==> src/core/rtes_pkg.sv <==
// Package: register map, field positions and timing constants of the event stamp and alarm block
package rtes_pkg;

  // ****************************************************************
  // Register byte offsets (printed offsets are indices, byte = 4x)
  // ****************************************************************
  localparam logic [7:0] IDX_ALARM_MIN   = 8'h08;
  localparam logic [7:0] IDX_ALARM_HOUR  = 8'h09;
  localparam logic [7:0] IDX_ALARM_DAY   = 8'h0A;
  localparam logic [7:0] IDX_CTRL1       = 8'h0D;
  localparam logic [7:0] IDX_FLAGS       = 8'h0E;
  localparam logic [7:0] IDX_CTRL2       = 8'h0F;
  localparam logic [7:0] IDX_EVCTRL      = 8'h17;
  localparam logic [7:0] IDX_EVFLAG      = 8'h18;
  localparam logic [7:0] IDX_STAMP_MIN   = 8'h20;
  localparam logic [7:0] IDX_STAMP_HOUR  = 8'h21;
  localparam logic [7:0] IDX_STAMP_DAY   = 8'h22;
  localparam logic [7:0] IDX_STAMP_SUP   = 8'h23;
  localparam int         ADDR_W          = 10;

  // ****************************************************************
  // Field positions
  // ****************************************************************
  localparam int BIT_IGNORE   = 7;  // Alarm match ignore
  localparam int BIT_WDSEL    = 6;  // First_control weekday/date select
  localparam int BIT_UF       = 5;
  localparam int BIT_TF       = 4;
  localparam int BIT_AF       = 3;
  localparam int BIT_VLF      = 1;
  localparam int BIT_VOLTAGE_DETECT_FLAG     = 0;
  localparam int BIT_UIE      = 5;
  localparam int BIT_TIE      = 4;
  localparam int BIT_AIE      = 3;
  localparam int BIT_CRESET   = 0;
  localparam int BIT_EIE      = 3;
  localparam int BIT_EF       = 7;
  localparam int BIT_EVENT_LEVEL_MONITOR    = 3;

  // Writable masks: write-protected bits read zero
  localparam logic [7:0] MASK_CTRL2  = 8'hF9;
  localparam logic [7:0] MASK_EVCTRL = 8'hFB;
  localparam logic [7:0] MASK_MIN    = 8'hFF;
  localparam logic [7:0] RST_ZERO    = 8'h00;

  // AXI responses
  localparam logic [1:0] RESP_OKAY   = 2'h0;
  localparam logic [1:0] RESP_SLVERR = 2'h2;

  // ****************************************************************
  // Timing: event pulse must exceed this width
  // ****************************************************************
  localparam int CLK_HZ       = 10_000_000;
  localparam int EV_MIN_NS    = 60_000;
  localparam int EV_MIN_CYC   = (EV_MIN_NS * (CLK_HZ / 1_000_000) + 999) / 1000;
  localparam int EVCNT_W      = 10;

endpackage : rtes_pkg

==> src/core/rtes_top.sv <==
// Event time stamp and minute alarm interrupt logic with AXI4-Lite registers
// Behaviour
// - Valid event copies time and supply flags
// - Event flag sets with the event
// - Event flag holds until zero written
// - Enabled event drives interrupt low
// - Low holds until flag or enable clears
// - Clearing event enable releases output immediately
// - Clearing event flag releases output immediately
// - Disabled event sets flag, output stays released
// - Four sources share one interrupt output
// - Alarm match sets flag, drives output
// - Alarm compared only at minute update
// - Counter reset bit blocks alarm events
// - Ignore bit forces field match
// - Select bit picks weekday or date
// - Weekday bitmap matches any selected day
// - Protected bits ignore writes, read zero
// - Spare alarm bits are plain storage
// - Alarm registers as storage need enable off
// - Zero clears alarm flag, one keeps
// - Clearing alarm enable releases output
// - Current-time setting fires only next reach
`timescale 1ns/1ps

module rtes_top
  import rtes_pkg::*;
(
  // Clock and reset
  input  wire logic              sys_clk,
  input  wire logic              rst,
  // AXI4-Lite write address
  input  wire logic              s_axi_awvalid,
  output logic                   s_axi_awready,
  input  wire logic [ADDR_W-1:0] s_axi_awaddr,
  // AXI4-Lite write data
  input  wire logic              s_axi_wvalid,
  output logic                   s_axi_wready,
  input  wire logic [31:0]       s_axi_wdata,
  input  wire logic [3:0]        s_axi_wstrb,
  // AXI4-Lite write response
  output logic                   s_axi_bvalid,
  input  wire logic              s_axi_bready,
  output logic [1:0]             s_axi_bresp,
  // AXI4-Lite read address
  input  wire logic              s_axi_arvalid,
  output logic                   s_axi_arready,
  input  wire logic [ADDR_W-1:0] s_axi_araddr,
  // AXI4-Lite read data
  output logic                   s_axi_rvalid,
  input  wire logic              s_axi_rready,
  output logic [31:0]            s_axi_rdata,
  output logic [1:0]             s_axi_rresp,
  // Time counters (packed BCD, weekday as bitmap) and minute update strobe
  input  wire logic [7:0]        timeMinute,
  input  wire logic [7:0]        timeHour,
  input  wire logic [6:0]        timeWeekday,
  input  wire logic [7:0]        timeDate,
  input  wire logic              minuteUpdate,
  // Supply monitor levels
  input  wire logic              voltageDetect,
  input  wire logic              voltageLow,
  // Other interrupt sources, one-cycle event pulses
  input  wire logic              wakeupTimerEvent,
  input  wire logic              updateEvent,
  // Event input, already at the active level when high
  input  wire logic              eventInputPin,
  // Shared open-drain interrupt pin, active low
  output logic                   intPinOut,
  output logic                   intPinOe_n
);

  // ****************************************************************
  // Register storage
  // ****************************************************************
  logic [7:0] alarmMin;       // Minute alarm, BCD
  logic [7:0] alarmHour;      // Hour alarm, BCD
  logic [7:0] alarmDay;       // Weekday bitmap or date BCD
  logic [7:0] ctrl1;          // First control
  logic [7:0] ctrl2;          // Second control
  logic [7:0] evCtrl;         // Event input control
  logic       updateFlag;     // Sticky flags
  logic       wakeupTimerFlag;
  logic       alarmFlag;
  logic       eventFlag;
  logic [7:0] stampMin;       // Captured time stamp
  logic [7:0] stampHour;
  logic [7:0] stampDay;
  logic [1:0] stampSupply;    // Captured detect and low flags
  logic       vdetFlag;       // Sticky supply flags
  logic       vlowFlag;

  // ****************************************************************
  // AXI4-Lite slave: holds address and data until both present
  // ****************************************************************
  logic              awHeld;
  logic              wHeld;
  logic [ADDR_W-1:0] awAddr;
  logic [31:0]       wData;
  logic              wStrb0;
  logic              wrFire;
  logic [7:0]        wrIdx;
  logic              wrHit;

  assign s_axi_awready = !awHeld && !s_axi_bvalid;
  assign s_axi_wready  = !wHeld && !s_axi_bvalid;
  assign wrFire        = awHeld && wHeld;
  assign wrIdx         = awAddr[ADDR_W-1:2];
  assign s_axi_bresp   = RESP_OKAY;

  // Capture address and data in either order
  always_ff @(posedge sys_clk) begin
    if (rst) begin
      awHeld <= 1'b0;
      wHeld  <= 1'b0;
      awAddr <= '0;
      wData  <= '0;
      wStrb0 <= 1'b0;
    end else begin
      if (s_axi_awvalid && s_axi_awready) begin
        awHeld <= 1'b1;
        awAddr <= s_axi_awaddr;
      end else if (wrFire) begin
        awHeld <= 1'b0;
      end
      if (s_axi_wvalid && s_axi_wready) begin
        wHeld  <= 1'b1;
        wData  <= s_axi_wdata;
        wStrb0 <= s_axi_wstrb[0];
      end else if (wrFire) begin
        wHeld <= 1'b0;
      end
    end
  end

  // Write response; unmapped writes are dropped but still answered OKAY
  always_ff @(posedge sys_clk) begin
    if (rst) begin
      s_axi_bvalid <= 1'b0;
    end else if (wrFire) begin
      s_axi_bvalid <= 1'b1;
    end else if (s_axi_bready) begin
      s_axi_bvalid <= 1'b0;
    end
  end

  // Only byte lane 0 carries data; other lanes are ignored
  logic       wrEn;
  logic [7:0] wb;
  assign wrEn = wrFire && wStrb0 && wrHit;
  assign wb   = wData[7:0];

  always_comb begin
    case (wrIdx)
      IDX_ALARM_MIN, IDX_ALARM_HOUR, IDX_ALARM_DAY, IDX_CTRL1, IDX_FLAGS,
      IDX_CTRL2, IDX_EVCTRL, IDX_EVFLAG,
      IDX_STAMP_MIN, IDX_STAMP_HOUR, IDX_STAMP_DAY, IDX_STAMP_SUP: wrHit = 1'b1;
      default: wrHit = 1'b0;
    endcase
  end

  // ****************************************************************
  // Configuration registers
  // ****************************************************************
  // Alarm bytes are full storage: spare bits keep any value
  always_ff @(posedge sys_clk) begin
    if (rst) begin
      alarmMin  <= RST_ZERO;
      alarmHour <= RST_ZERO;
      alarmDay  <= RST_ZERO;
      ctrl1     <= RST_ZERO;
      ctrl2     <= RST_ZERO;
      evCtrl    <= RST_ZERO;
    end else if (wrEn) begin
      case (wrIdx)
        IDX_ALARM_MIN:  alarmMin  <= wb;
        IDX_ALARM_HOUR: alarmHour <= wb;
        IDX_ALARM_DAY:  alarmDay  <= wb;
        IDX_CTRL1:      ctrl1     <= wb;
        IDX_CTRL2:      ctrl2     <= wb & MASK_CTRL2;
        IDX_EVCTRL:     evCtrl    <= wb & MASK_EVCTRL;
        default: begin
        end
      endcase
    end
  end

  // Flag write strobes: a written zero clears, a one keeps
  logic wrFlags;
  logic wrEvFlag;
  assign wrFlags  = wrEn && (wrIdx == IDX_FLAGS);
  assign wrEvFlag = wrEn && (wrIdx == IDX_EVFLAG);

  // ****************************************************************
  // Event input qualification
  // ****************************************************************
  // Counts how long the pin stays active; fires once per pulse
  logic [EVCNT_W-1:0] evCount;
  logic               evDone;
  logic               eventHit;
  assign eventHit = eventInputPin && !evDone && (evCount == EVCNT_W'(EV_MIN_CYC));

  always_ff @(posedge sys_clk) begin
    if (rst) begin
      evCount <= '0;
      evDone  <= 1'b0;
    end else if (!eventInputPin) begin
      evCount <= '0;
      evDone  <= 1'b0;
    end else begin
      if (evCount != EVCNT_W'(EV_MIN_CYC)) begin
        evCount <= evCount + 1'b1;
      end
      if (eventHit) begin
        evDone <= 1'b1;
      end
    end
  end

  // Time stamp capture with the supply flags of that moment
  always_ff @(posedge sys_clk) begin
    if (rst) begin
      stampMin    <= RST_ZERO;
      stampHour   <= RST_ZERO;
      stampDay    <= RST_ZERO;
      stampSupply <= 2'h0;
    end else if (eventHit) begin
      stampMin    <= timeMinute;
      stampHour   <= timeHour;
      stampDay    <= timeDate;
      stampSupply <= {vlowFlag, vdetFlag};
    end
  end

  // ****************************************************************
  // Alarm comparator
  // ****************************************************************
  logic minMatch;
  logic hourMatch;
  logic dayMatch;
  logic alarmHit;
  always_comb begin
    minMatch  = alarmMin[BIT_IGNORE] || (alarmMin[6:0] == timeMinute[6:0]);
    hourMatch = alarmHour[BIT_IGNORE] || (alarmHour[5:0] == timeHour[5:0]);
    if (alarmDay[BIT_IGNORE]) begin
      dayMatch = 1'b1;
    end else if (ctrl1[BIT_WDSEL]) begin
      dayMatch = (alarmDay[5:0] == timeDate[5:0]);
    end else begin
      dayMatch = |(alarmDay[6:0] & timeWeekday);
    end
  end
  // Only the minute strobe compares, so a setting equal to now waits
  assign alarmHit = minuteUpdate && !ctrl2[BIT_CRESET]
                    && minMatch && hourMatch && dayMatch;

  // ****************************************************************
  // Sticky flags: set wins over a clear in the same cycle
  // ****************************************************************
  always_ff @(posedge sys_clk) begin
    if (rst) begin
      alarmFlag       <= 1'b0;
      wakeupTimerFlag <= 1'b0;
      updateFlag      <= 1'b0;
      vdetFlag        <= 1'b0;
      vlowFlag        <= 1'b0;
    end else begin
      alarmFlag       <= alarmHit || (alarmFlag && !(wrFlags && !wb[BIT_AF]));
      wakeupTimerFlag <= wakeupTimerEvent || (wakeupTimerFlag && !(wrFlags && !wb[BIT_TF]));
      updateFlag      <= updateEvent || (updateFlag && !(wrFlags && !wb[BIT_UF]));
      vdetFlag        <= voltageDetect || (vdetFlag && !(wrFlags && !wb[BIT_VOLTAGE_DETECT_FLAG]));
      vlowFlag        <= voltageLow || (vlowFlag && !(wrFlags && !wb[BIT_VLF]));
    end
  end

  // Event flag rises with the qualified event and holds until zero written
  always_ff @(posedge sys_clk) begin
    if (rst) begin
      eventFlag <= 1'b0;
    end else begin
      eventFlag <= eventHit || (eventFlag && !(wrEvFlag && !wb[BIT_EF]));
    end
  end

  // ****************************************************************
  // Shared interrupt output
  // ****************************************************************
  // Pure gating of flags by enables: dropping either releases at once
  logic intActive;
  assign intActive = (eventFlag && evCtrl[BIT_EIE])
                   | (alarmFlag && ctrl2[BIT_AIE])
                   | (wakeupTimerFlag && ctrl2[BIT_TIE])
                   | (updateFlag && ctrl2[BIT_UIE]);
  assign intPinOut  = 1'b0;       // Open drain only ever pulls low
  assign intPinOe_n = !intActive; // Low enable drives the pin

  // ****************************************************************
  // Read channel
  // ****************************************************************
  logic [7:0] rdByte;
  logic       rdHit;
  logic [7:0] rdIdx;
  assign rdIdx = s_axi_araddr[ADDR_W-1:2];

  // Read mux; protected bits come back zero
  always_comb begin
    rdHit = 1'b1;
    case (rdIdx)
      IDX_ALARM_MIN:  rdByte = alarmMin;
      IDX_ALARM_HOUR: rdByte = alarmHour;
      IDX_ALARM_DAY:  rdByte = alarmDay;
      IDX_CTRL1:      rdByte = ctrl1;
      IDX_FLAGS:      rdByte = {2'h0, updateFlag, wakeupTimerFlag, alarmFlag, 1'b0, vlowFlag, vdetFlag};
      IDX_CTRL2:      rdByte = ctrl2;
      IDX_EVCTRL:     rdByte = evCtrl;
      IDX_EVFLAG:     rdByte = {eventFlag, 3'h0, eventInputPin, 3'h0};
      IDX_STAMP_MIN:  rdByte = stampMin;
      IDX_STAMP_HOUR: rdByte = stampHour;
      IDX_STAMP_DAY:  rdByte = stampDay;
      IDX_STAMP_SUP:  rdByte = {6'h00, stampSupply};
      default: begin
        rdByte = RST_ZERO;
        rdHit  = 1'b0;
      end
    endcase
  end

  assign s_axi_arready = !s_axi_rvalid;

  // Registered read data, one cycle after the address is taken
  always_ff @(posedge sys_clk) begin
    if (rst) begin
      s_axi_rvalid <= 1'b0;
      s_axi_rdata  <= '0;
      s_axi_rresp  <= RESP_OKAY;
    end else if (s_axi_arvalid && s_axi_arready) begin
      s_axi_rvalid <= 1'b1;
      s_axi_rdata  <= {24'h000000, rdByte};
      s_axi_rresp  <= rdHit ? RESP_OKAY : RESP_SLVERR;
    end else if (s_axi_rready) begin
      s_axi_rvalid <= 1'b0;
    end
  end

endmodule // rtes_top

==> config.mk <==
export PLATFORM = sky130hd
export DESIGN_NAME = rtes_top
export DESIGN_NICKNAME = d
export VERILOG_FILES = /design/src/core/rtes_pkg.sv /design/src/core/rtes_top.sv
export SDC_FILE = /design/constraint.sdc
export NUM_CORES = 1
export LEC_CHECK = 0
export BUFFER_PORTS_ARGS = -buffer_cell sky130_fd_sc_hd__buf_2
export CORE_ASPECT_RATIO = 0.6
export CORE_UTILIZATION = 50
export CTS_CLUSTER_DIAMETER = 200
export DETAILED_ROUTE_END_ITERATION = 8
export GPL_TIMING_DRIVEN = 0
export PLACE_DENSITY = 0.77
export SYNTH_ARGS = -nofsm -noshare
export SYNTH_HDL_FRONTEND = slang
export SYNTH_SLANG_ARGS = --single-unit
==> constraint.sdc <==
create_clock -name sys_clk -period 5.1 [get_ports sys_clk]
set_clock_uncertainty 0.05 [all_clocks]
set_input_delay 0.255 -clock sys_clk [delete_from_list [all_inputs] [get_ports sys_clk]]
set_output_delay 0.255 -clock sys_clk [all_outputs]
set_load 0.01 [all_outputs]
# Yosys cells after proc, flatten, opt, wreduce, memory -nomap -nowiden
# Cells that the tools add are included.
[word_totals] in_bits=100 elab_cells=148 register_bits=121
[op_classes] n_reduce_logical=73 n_bitwise=5 n_addsub=1 muxes=13 n_eq_ne=29
[ops] operator="8-bit by 4-bit equality test with 1-bit output (second input constant)" n=12
[ops] operator="8-bit one-hot mux with 12 select lines" n=1
[ops] operator="8-bit by 6-bit equality test with 1-bit output (second input constant)" n=8
[ops] operator="8-bit by 5-bit equality test with 1-bit output (second input constant)" n=4
[ops] operator="1-bit logical AND" n=32
[ops] operator="12-bit OR reduction" n=2
[ops] operator="1-bit zero test" n=19
[ops] operator="6-bit equality test" n=2
[ops] operator="2-bit AND reduction" n=6
[ops] operator="1-bit 2-to-1 mux" n=11
[ops] operator="10-bit by 1-bit adder with 10-bit output (second input constant)" n=1
[ops] operator="10-bit equality test (second input constant)" n=1
[ops] operator="10-bit inequality test (second input constant)" n=1
[ops] operator="1-bit logical OR" n=8
[ops] operator="2-bit nonzero test" n=4
[ops] operator="7-bit bitwise AND" n=1
[ops] operator="7-bit equality test" n=1
[ops] operator="7-bit OR reduction" n=1
[ops] operator="1-bit OR" n=3
[ops] operator="2-bit 2-to-1 mux" n=1
[ops] operator="2-bit OR reduction" n=1
[ops] operator="1-bit inverter" n=1

# Longest topological paths before layout
# Gate-level depths: netlist (run 1).
[depth] depth_word=9 mapped_depth=9 ltp_nobuf=7

# Least setup slack after synthesis (run 1)
# No wires, ideal clock.
[synth_path] path_type="register to register" start="reg evCount[0]" end="reg stampDay[5]" arrival_ps=1828 path_stages_with_launch=10 setup_ps=132 slack_ps=3090 synth_period_minus_slack_ps=2010 t_required_ps=4918 path_buffers=2 path_cell_list="dfxtp_1 -> inv_1 -> ha_1 -> and4bb_2 -> nand4_2 -> or3b_2 -> buf_2 -> buf_2 -> nand2_1 -> a21oi_1"
[synth_between] elab_chain_len=2
[synth_rtl] item="start, declared" line="rtes_top.sv:198" source="logic [EVCNT_W-1:0] evCount;"
[synth_rtl] item="start signal, assigned" line="rtes_top.sv:212" source="evCount <= evCount + 1'b1;"
[synth_rtl] item="10-bit equality test" line="rtes_top.sv:201" source="assign eventHit = eventInputPin && !evDone && (evCount == EVCNT_W'(EV_MIN_CYC));"
[synth_rtl] item="1-bit logical AND" line="rtes_top.sv:201"
[synth_rtl] item="end signal, assigned" line="rtes_top.sv:230" source="stampDay <= timeDate;"
[synth_rtl] item="end, declared" line="rtes_top.sv:88" source="logic [7:0] stampDay;"
# No other way between the ends.
# A chain may end at the register's enable or synchronous reset.

# Final worst setup path (run 1)
[layout_path] start="reg evCount[0]" end="reg stampMin[4]"
[layout_between] elab_chain_len=2
[layout_rtl] item="10-bit equality test" line="rtes_top.sv:201"
[layout_rtl] item="1-bit logical AND" line="rtes_top.sv:201"
[layout_rtl] item="end signal, assigned" line="rtes_top.sv:228" source="stampMin <= timeMinute;"
[layout_rtl] item="end, declared" line="rtes_top.sv:86" source="logic [7:0] stampMin;"
# No other way between the ends.

==> impl_metrics.toml, run 1 <==
[power_and_ir_drop]
powerDensity_nw_per_um2 = 337
p_total_mw = 2.36
vdd_ir_drop_max_v = 0.000237
leakage_nw = 2.73

[clocking]
clkSinkCount = 118
htree_levels = 4
ctsResizeCount = 0
postCtsSetupBuffers = 0
clock_path_buffers = 2
cts_tree = "done"
clkTransAtPathRegs_ns = 0.06
cts_hold_buf = 0
cts_buffers = 17
clk_latency_ns = 0.42
clockRootBuffer = "clkbuf_16"

[detailed_routing]
routed_wl_um = 18300
drc = 0
initialDrtViolationCount = 700
avgRoutedWirePerCell_um = 19.1
drt_first_pass_iters = 5
viasPerCell = 5.84
vias = 5603
detail-route-antenna-nets = 0

[synth]
synth_top_flop_cell = "dfxtp_1"
yosysTopAreaCellShare_pct = 41.5
synth_largest_area_cell = "dfxtp_1"
syn_area_um2 = 5700
avgSynthCellArea_um2 = 8.39
yosysUniqueCellTypes = 61
ys_ff_latch = 118
synthArstFlopShare_pct = 0
ys_seq_area_share_pct = 41.5
ys_warn_count = 0
synth_edf_count = 0
yosys-top-cells-area = "dfxtp_1 (41%), mux2i_1 (8.1%), nand2_1 (7.8%)"
synthCells = 679

[critical_path]
path_cells = "inv_1 > ha_1 > and4bb_2 > nand4_2 > nor3b_2 > buf_6 > nand2_1 > a21oi_1"
timing_worst_setup_path_type = "register to register"
cpPeakStageDelay_ns = 0.91
startpoint_type = "register"
crit_slowest_cell = "nor3b_2"
r2r_slack_ns = 2.46
critical-path-top-delay-family = "simple AND/OR/NAND/NOR gates"
cp_data_required_time_ns = 5.39
arrival_ns = 2.92
crit_fanout = 10
cp-end-kind = "register"
cp_num_buf_inv = 2

[worst_hold_path]
hp-class = "primary input to register"

[timing]
hold_viol = 0
final.setup.tns_ns = 0
maxSlewViolCount = 0
layout_setup_ws_ns = 2.46
worst_pin_slew_ns = 1.05
max_freq_mhz = 379
period_needed_ns = 2.64
setup_viol = 0
slew_headroom_pct = 30.0
rsz0062_at_grt = "false"
period_share_pct = 51.7

[global_routing]
grt_max_degree = 17
grt_pass1_wl_um = 28200
antenna_found_initial = 0
track_usage_pct = 31.8
grt_overflow_total = 0
grt_pass1_vias = 5246

[floorplan]
die_h_um = 84.7
die_area_um2 = 11800
ios = 143
rows = 29
core-area_um2 = 10800
die_w_um = 140
start_util_pct = 52.7

[placed_design]
hpwlAfterDp_um = 13600
dp_slack_ns = 2.53
place_inst = 928
routabilityCongestion = 0.948
portBuffers = 83
post_dp_cell_area_um2 = 6390

[layout]
layout-drive-gt1-share_pct = 20.3
areaGrowthSynthToFinish_pct = 22.7
final_common_cell = "nand2_1"
fillCellCount = 938
finalNonFillerCells = 960
nets = 910
final_cell_mix = "nand2_1 (119), dfxtp_1 (118), buf_2 (91), a21oi_1 (75), nor2_1 (59)"
final_area_um2 = 6990
antenna-diode-count = 0

[job]
drv_cap = 0

[outcome]
outcome = "finished, final reports clean"
## sequential cells by signal, indices dropped and copies added (netlist names), 2 cells and up
signal,flops
alarmDay,8
alarmHour,8
alarmMin,8
awAddr,8
ctrl1,8
ctrl2,6
evCount,10
evCtrl,7
s_axi_rdata,8
stampDay,8
stampHour,8
stampMin,8
stampSupply,2
wData,8
## metrics by stage
| step | hold WS, ns | util (%) |
|---|---|---|
| after floorplan | 0.334 | - |
| after global placement | 0.391 | 59.1 |
| after detailed placement | 0.397 | 59.1 |
| after CTS | 0.0203 | 64.6 |
| after global routing | 0.0329 | 64.6 |
| final | 0.0173 | 64.6 |
## power by group
group | total [mW] | internal [mW] | switching (mW)
Sequential | 0.954 | 0.938 | 0.0163
Combinational | 0.186 | 0.0697 | 0.116
Clock | 1.22 | 0.779 | 0.437
Total | 2.36 | 1.79 | 0.569
## cells in the mapped netlist, types with 3 or more instances
master	n
nand2_1	119
dfxtp_1	118
a21oi_1	75
nor2_1	59
mux2i_1	46
clkbuf_1	29
buf_4	28
o21ai_0	28
xor2_1	16
inv_1	10
xnor2_1	10
a22oi_1	8
buf_2	8
nand3_1	8
nand4_1	8
and2_1	7
nand2b_1	7
a222oi_1	6
nor3_1	6
a211oi_1	5
a221oi_1	5
a22o_1	4
mux2_2	4
nor2b_1	4
nor4_1	4
o2bb2ai_1	4
a31oi_1	3
and3_1	3
buf_1	3
nand3b_1	3
nor4b_1	3
## worst paths after layout
kind                             startpoint                         to  cells after the start
setup / recovery    evCount[0]$_SDFFE_PP0N_   stampMin[4]$_SDFFE_PP0P_                      8
hold / removal              s_axi_awaddr[9]     awAddr[9]$_SDFFE_PP0P_                      3
setup reg to reg    evCount[0]$_SDFFE_PP0N_   stampMin[4]$_SDFFE_PP0P_                      8
hold reg to reg   stampHour[0]$_SDFFE_PP0P_  stampHour[0]$_SDFFE_PP0P_                      2
## tightest hold or removal path: cells and delay by family
kind,cells,cell delay [ns]
AOI/OAI and AO/OA,1,0.05
buffers and inverters,1,0.09
and+or+nand+nor,1,0.04
## metal layers
layer	vias to the layer above	wire [µm]	share of wire (%)	track usage, %
met5	-	0	0	0
met4	0	312	1.7	10.5
met3	33	2400	13	10.0
met2	355	7350	40	45.0
met1	2644	8280	45	45.4
li1	2571	-	-	-
## final cells by class
cell class                 count  area [µm²]  share of cell area (%)
inverter                      10        37.5                   0.537
tap                          139         174                    2.49
timing repair buffer          83         415                    5.94
multi-input combinational    508        3010                    43.0
clock buffer                  20         447                    6.39
sequential                   118        2360                    33.8
buffer                        70         393                    5.62
clock inverter                12         154                    2.20
## kinds of logic after synthesis
group	after synthesis	synth area share (%)
adders and majority gates	2	0.439
AOI/OAI and AO/OA	153	16.4
and+or+nand+nor	249	21.2
other	1	0.0658
buffers and inverters	80	7.55
xor gates and xnor gates	26	4.00
muxes	50	8.87
DFF	118	41.5
(Power assumes the default switching activity.)
==> inputs of run 2 (changes only) <==
--- a/config.mk
+++ b/config.mk
@@ -5,13 +5,14 @@
 export SDC_FILE = /design/constraint.sdc
 export NUM_CORES = 1
 export LEC_CHECK = 0
+export ABC_AREA = 1
 export BUFFER_PORTS_ARGS = -buffer_cell sky130_fd_sc_hd__buf_2
 export CORE_ASPECT_RATIO = 0.6
 export CORE_UTILIZATION = 50
 export CTS_CLUSTER_DIAMETER = 200
 export DETAILED_ROUTE_END_ITERATION = 8
 export GPL_TIMING_DRIVEN = 0
-export PLACE_DENSITY = 0.77
+export PLACE_DENSITY = 0.76
 export SYNTH_ARGS = -nofsm -noshare
 export SYNTH_HDL_FRONTEND = slang
 export SYNTH_SLANG_ARGS = --single-unit
==> constraint.sdc (replaced) <==
create_clock -name sys_clk -period 2.55 [get_ports sys_clk]
set_clock_uncertainty 0.05 [all_clocks]
set_input_delay 0.1275 -clock sys_clk [delete_from_list [all_inputs] [get_ports sys_clk]]
set_output_delay 0.1275 -clock sys_clk [all_outputs]
set_load 0.01 [all_outputs]
==> run 2 against run 1 <==
Worst setup slack worse by 2.2 ns. Clock power is 110% higher. Critical endpoint is now stampHour[6]$_SDFFE_PP0P_. First-iteration DRC count is 5.1% higher. Wire length is 6.8% higher. Register-to-register slack worse by 2.2 ns. Worst hold slack barely moved. Sequential power up 100%. Area after synthesis grew 3.9%. Sequential share of layout area is 3.2 points lower. Maximum frequency increased by 18%.
==> impl_metrics.toml, run 2 <==
[layout]
fillCellCount = 993
nets = 1156
antenna-diode-count = 0
largest_reg_flops = 10
final_cell_mix = "nand2_1 (202), nor2_1 (121), dfxtp_1 (118), inv_1 (89), buf_2 (88)"
final_area_um2 = 7720
regMostFlops = "evCount"
final_common_cell = "nand2_1"
final_util_pct = 67.7
areaGrowthSynthToFinish_pct = 30.4
layout-drive-gt1-share_pct = 15.7
finalNonFillerCells = 1227

[timing]
max_freq_mhz = 446
period_needed_ns = 2.24
setup_viol = 0
slew_headroom_pct = 57.7
hold_viol = 0
layout_setup_ws_ns = 0.307
final.setup.tns_ns = 0
worst_pin_slew_ns = 0.634
hold-worst-slack_ns = 0.0174
maxSlewViolCount = 0
rsz0062_at_grt = "false"
period_share_pct = 88.0

[power_and_ir_drop]
clkPwrFrac_pct = 52.2
p_sw_mw = 1.24
vdd_ir_drop_max_v = 0.000415
seq_power_share_pct = 38.9
powerDensity_nw_per_um2 = 644
p_total_mw = 4.97
power_switching_share_pct = 24.9
intPower_mw = 3.73
combPwrFrac_pct = 9.0
leakage_nw = 3.56

[synth]
synthCells = 881
ys_warn_count = 0
yosys-top-cells-count = "nand2_1 (202), nor2_1 (121), dfxtp_1 (118)"
yosysUniqueCellTypes = 37
synthArstFlopShare_pct = 0
synth_largest_area_cell = "dfxtp_1"
synth_most_common_cell = "nand2_1"
yosysTopAreaCellShare_pct = 39.9
yosys-top-cells-area = "dfxtp_1 (40%), nand2_1 (13%), nor2_1 (7.7%)"
avgSynthCellArea_um2 = 6.72
ys_ff_latch = 118
syn_area_um2 = 5920
synth_edf_count = 0
ys_seq_area_share_pct = 39.9
synth_top_flop_cell = "dfxtp_1"

[critical_path]
cp-startpoint = "evCount[0]$_SDFFE_PP0N_"
path_cells = "inv_1 > ha_1 > nand3b_1 > nor2_1 > nand3_1 > nor2_4 > nand3_4 > inv_1 > clkbuf_2 > o21ai_0 > nor2_1"
timing_worst_setup_path_type = "register to register"
r2r-start = "evCount[0]$_SDFFE_PP0N_"
cp_num_buf_inv = 3
arrival_ns = 2.54
r2r_cells = 11
startpoint_type = "register"
crit_fanout = 10
critPathCapture = "stampHour[6]$_SDFFE_PP0P_"
timing.rr.end = "stampHour[6]$_SDFFE_PP0P_"
r2r_slack_ns = 0.31
cpPeakStageDelay_ns = 0.31
cp_data_required_time_ns = 2.85
critical-path-top-delay-family = "simple AND/OR/NAND/NOR gates"
cp-end-kind = "register"
crit_slowest_cell = "dfxtp_1"
cp.depth = 11

[floorplan]
rows = 30
ios = 143
die_area_um2 = 12300
die_w_um = 143
die_h_um = 86.3
core-area_um2 = 11400
start_util_pct = 51.9

[clocking]
htree_levels = 4
clk_latency_ns = 0.42
clock_path_buffers = 2
clkTransAtPathRegs_ns = 0.06
postCtsSetupBuffers = 0
cts_buffers = 17
cts_tree = "done"
clkSinkCount = 118
clockRootBuffer = "clkbuf_16"

[placed_design]
post_dp_cell_area_um2 = 6630
place_inst = 1150
portBuffers = 82
dp_slack_ns = 0.357
routabilityCongestion = 0.967
hpwlAfterDp_um = 14100

[detailed_routing]
initialDrtViolationCount = 736
detail-route-antenna-nets = 0
avgRoutedWirePerCell_um = 16.0
routed_wl_um = 19600
vias = 6418
drc = 0
viasPerCell = 5.23
drt_first_pass_iters = 7

[worst_hold_path]
hp-class = "primary input to register"
holdCritStartpoint = "s_axi_wdata[7]"

[global_routing]
grt_overflow_total = 0
grt_pass1_vias = 5732
grt_max_degree = 17
antenna_found_initial = 0
grt_pass1_wl_um = 30000
track_usage_pct = 32.8

[outcome]
outcome = "finished, final reports clean"

[job]
drv_cap = 0
[run 2: changes by cell type after synthesis, moves of 11 or more]
cell and delta:
nor2_1 +62, o21ai_0 +45, nand2_1 +83, inv_1 +79
clkbuf_1 -11, nand3_1 +66, mux2i_1 -46, xor2_1 -13
[run 2: cell type report]
class                           count  area (µm²)  share of cell area [%]
Multi-Input combinational cell    644        2990                    38.7
Sequential cell                   118        2360                    30.6
Timing Repair Buffer              127         861                    11.1
Clock buffer                       18         439                    5.69
Inverter                           91         342                    4.42
Buffer                             55         332                    4.29
Clock inverter                     14         200                    2.59
Tap cell                          160         200                    2.59
[run 2: power by group through the flow]
stage / registers [mW] / logic (mW) / clock network (mW)
after detailed placement: 1.97 / 0.375 / 0
after CTS: 1.93 / 0.431 / 2.59
after floorplan: 1.95 / 0.241 / 0
after global routing: 1.94 / 0.485 / 2.70
after global placement: 1.97 / 0.370 / 0
final: 1.93 / 0.446 / 2.59
[run 2: how the worst min path moves through the flow]
stage               slack, ns                        end  cells past startpoint
finish                   0.02      wData[7]$_SDFFE_PP0P_                      3
global route             0.01      wData[7]$_SDFFE_PP0P_                      3
CTS                     0.004      wData[7]$_SDFFE_PP0P_                      3
detailed placement       0.31  stampHour[6]$_SDFFE_PP0P_                      3
global placement         0.30   stampDay[6]$_SDFFE_PP0P_                      3
floorplan                0.21  stampHour[1]$_SDFFE_PP0P_                      2
[run 2: worst register-to-register path, delay by kind of cell, from the launching register on]
kind | cells | cell delay (ns)
DFF | 1 | 0.31
and+or+nand+nor | 6 | 0.80
AOI/OAI and AO/OA | 1 | 0.15
buffers and inverters | 3 | 0.71
adders and majority gates | 1 | 0.17
[run 2: kinds of logic (layout without fill, tap and decap cells)]
family | count (synthesis) | after routing | synth area share, %
buffers and inverters | 146 | 305 | 11.3
DFF | 118 | 118 | 39.9
AOI/OAI and AO/OA | 164 | 164 | 14.2
xor gates and xnor gates | 11 | 11 | 1.63
other | 1 | 28 | 0.0633
and+or+nand+nor | 439 | 439 | 32.5
adders and majority gates | 2 | 2 | 0.422
[run 2: metal layers]
metal | part of all wire, % | track usage (%) | vias up
met5 | 0 | 2.02 | -
met4 | 1.8 | 7.82 | 0
met3 | 14 | 14.5 | 37
met2 | 39 | 45.8 | 370
met1 | 46 | 45.7 | 2874
li1 | - | - | 3137
[run 2: repair_timing]
action	CTS	global route
gates resized for setup	0	2
hold buffers	45	0
endpoints found under the hold margin	45	0
endpoints found under the setup margin	0	1
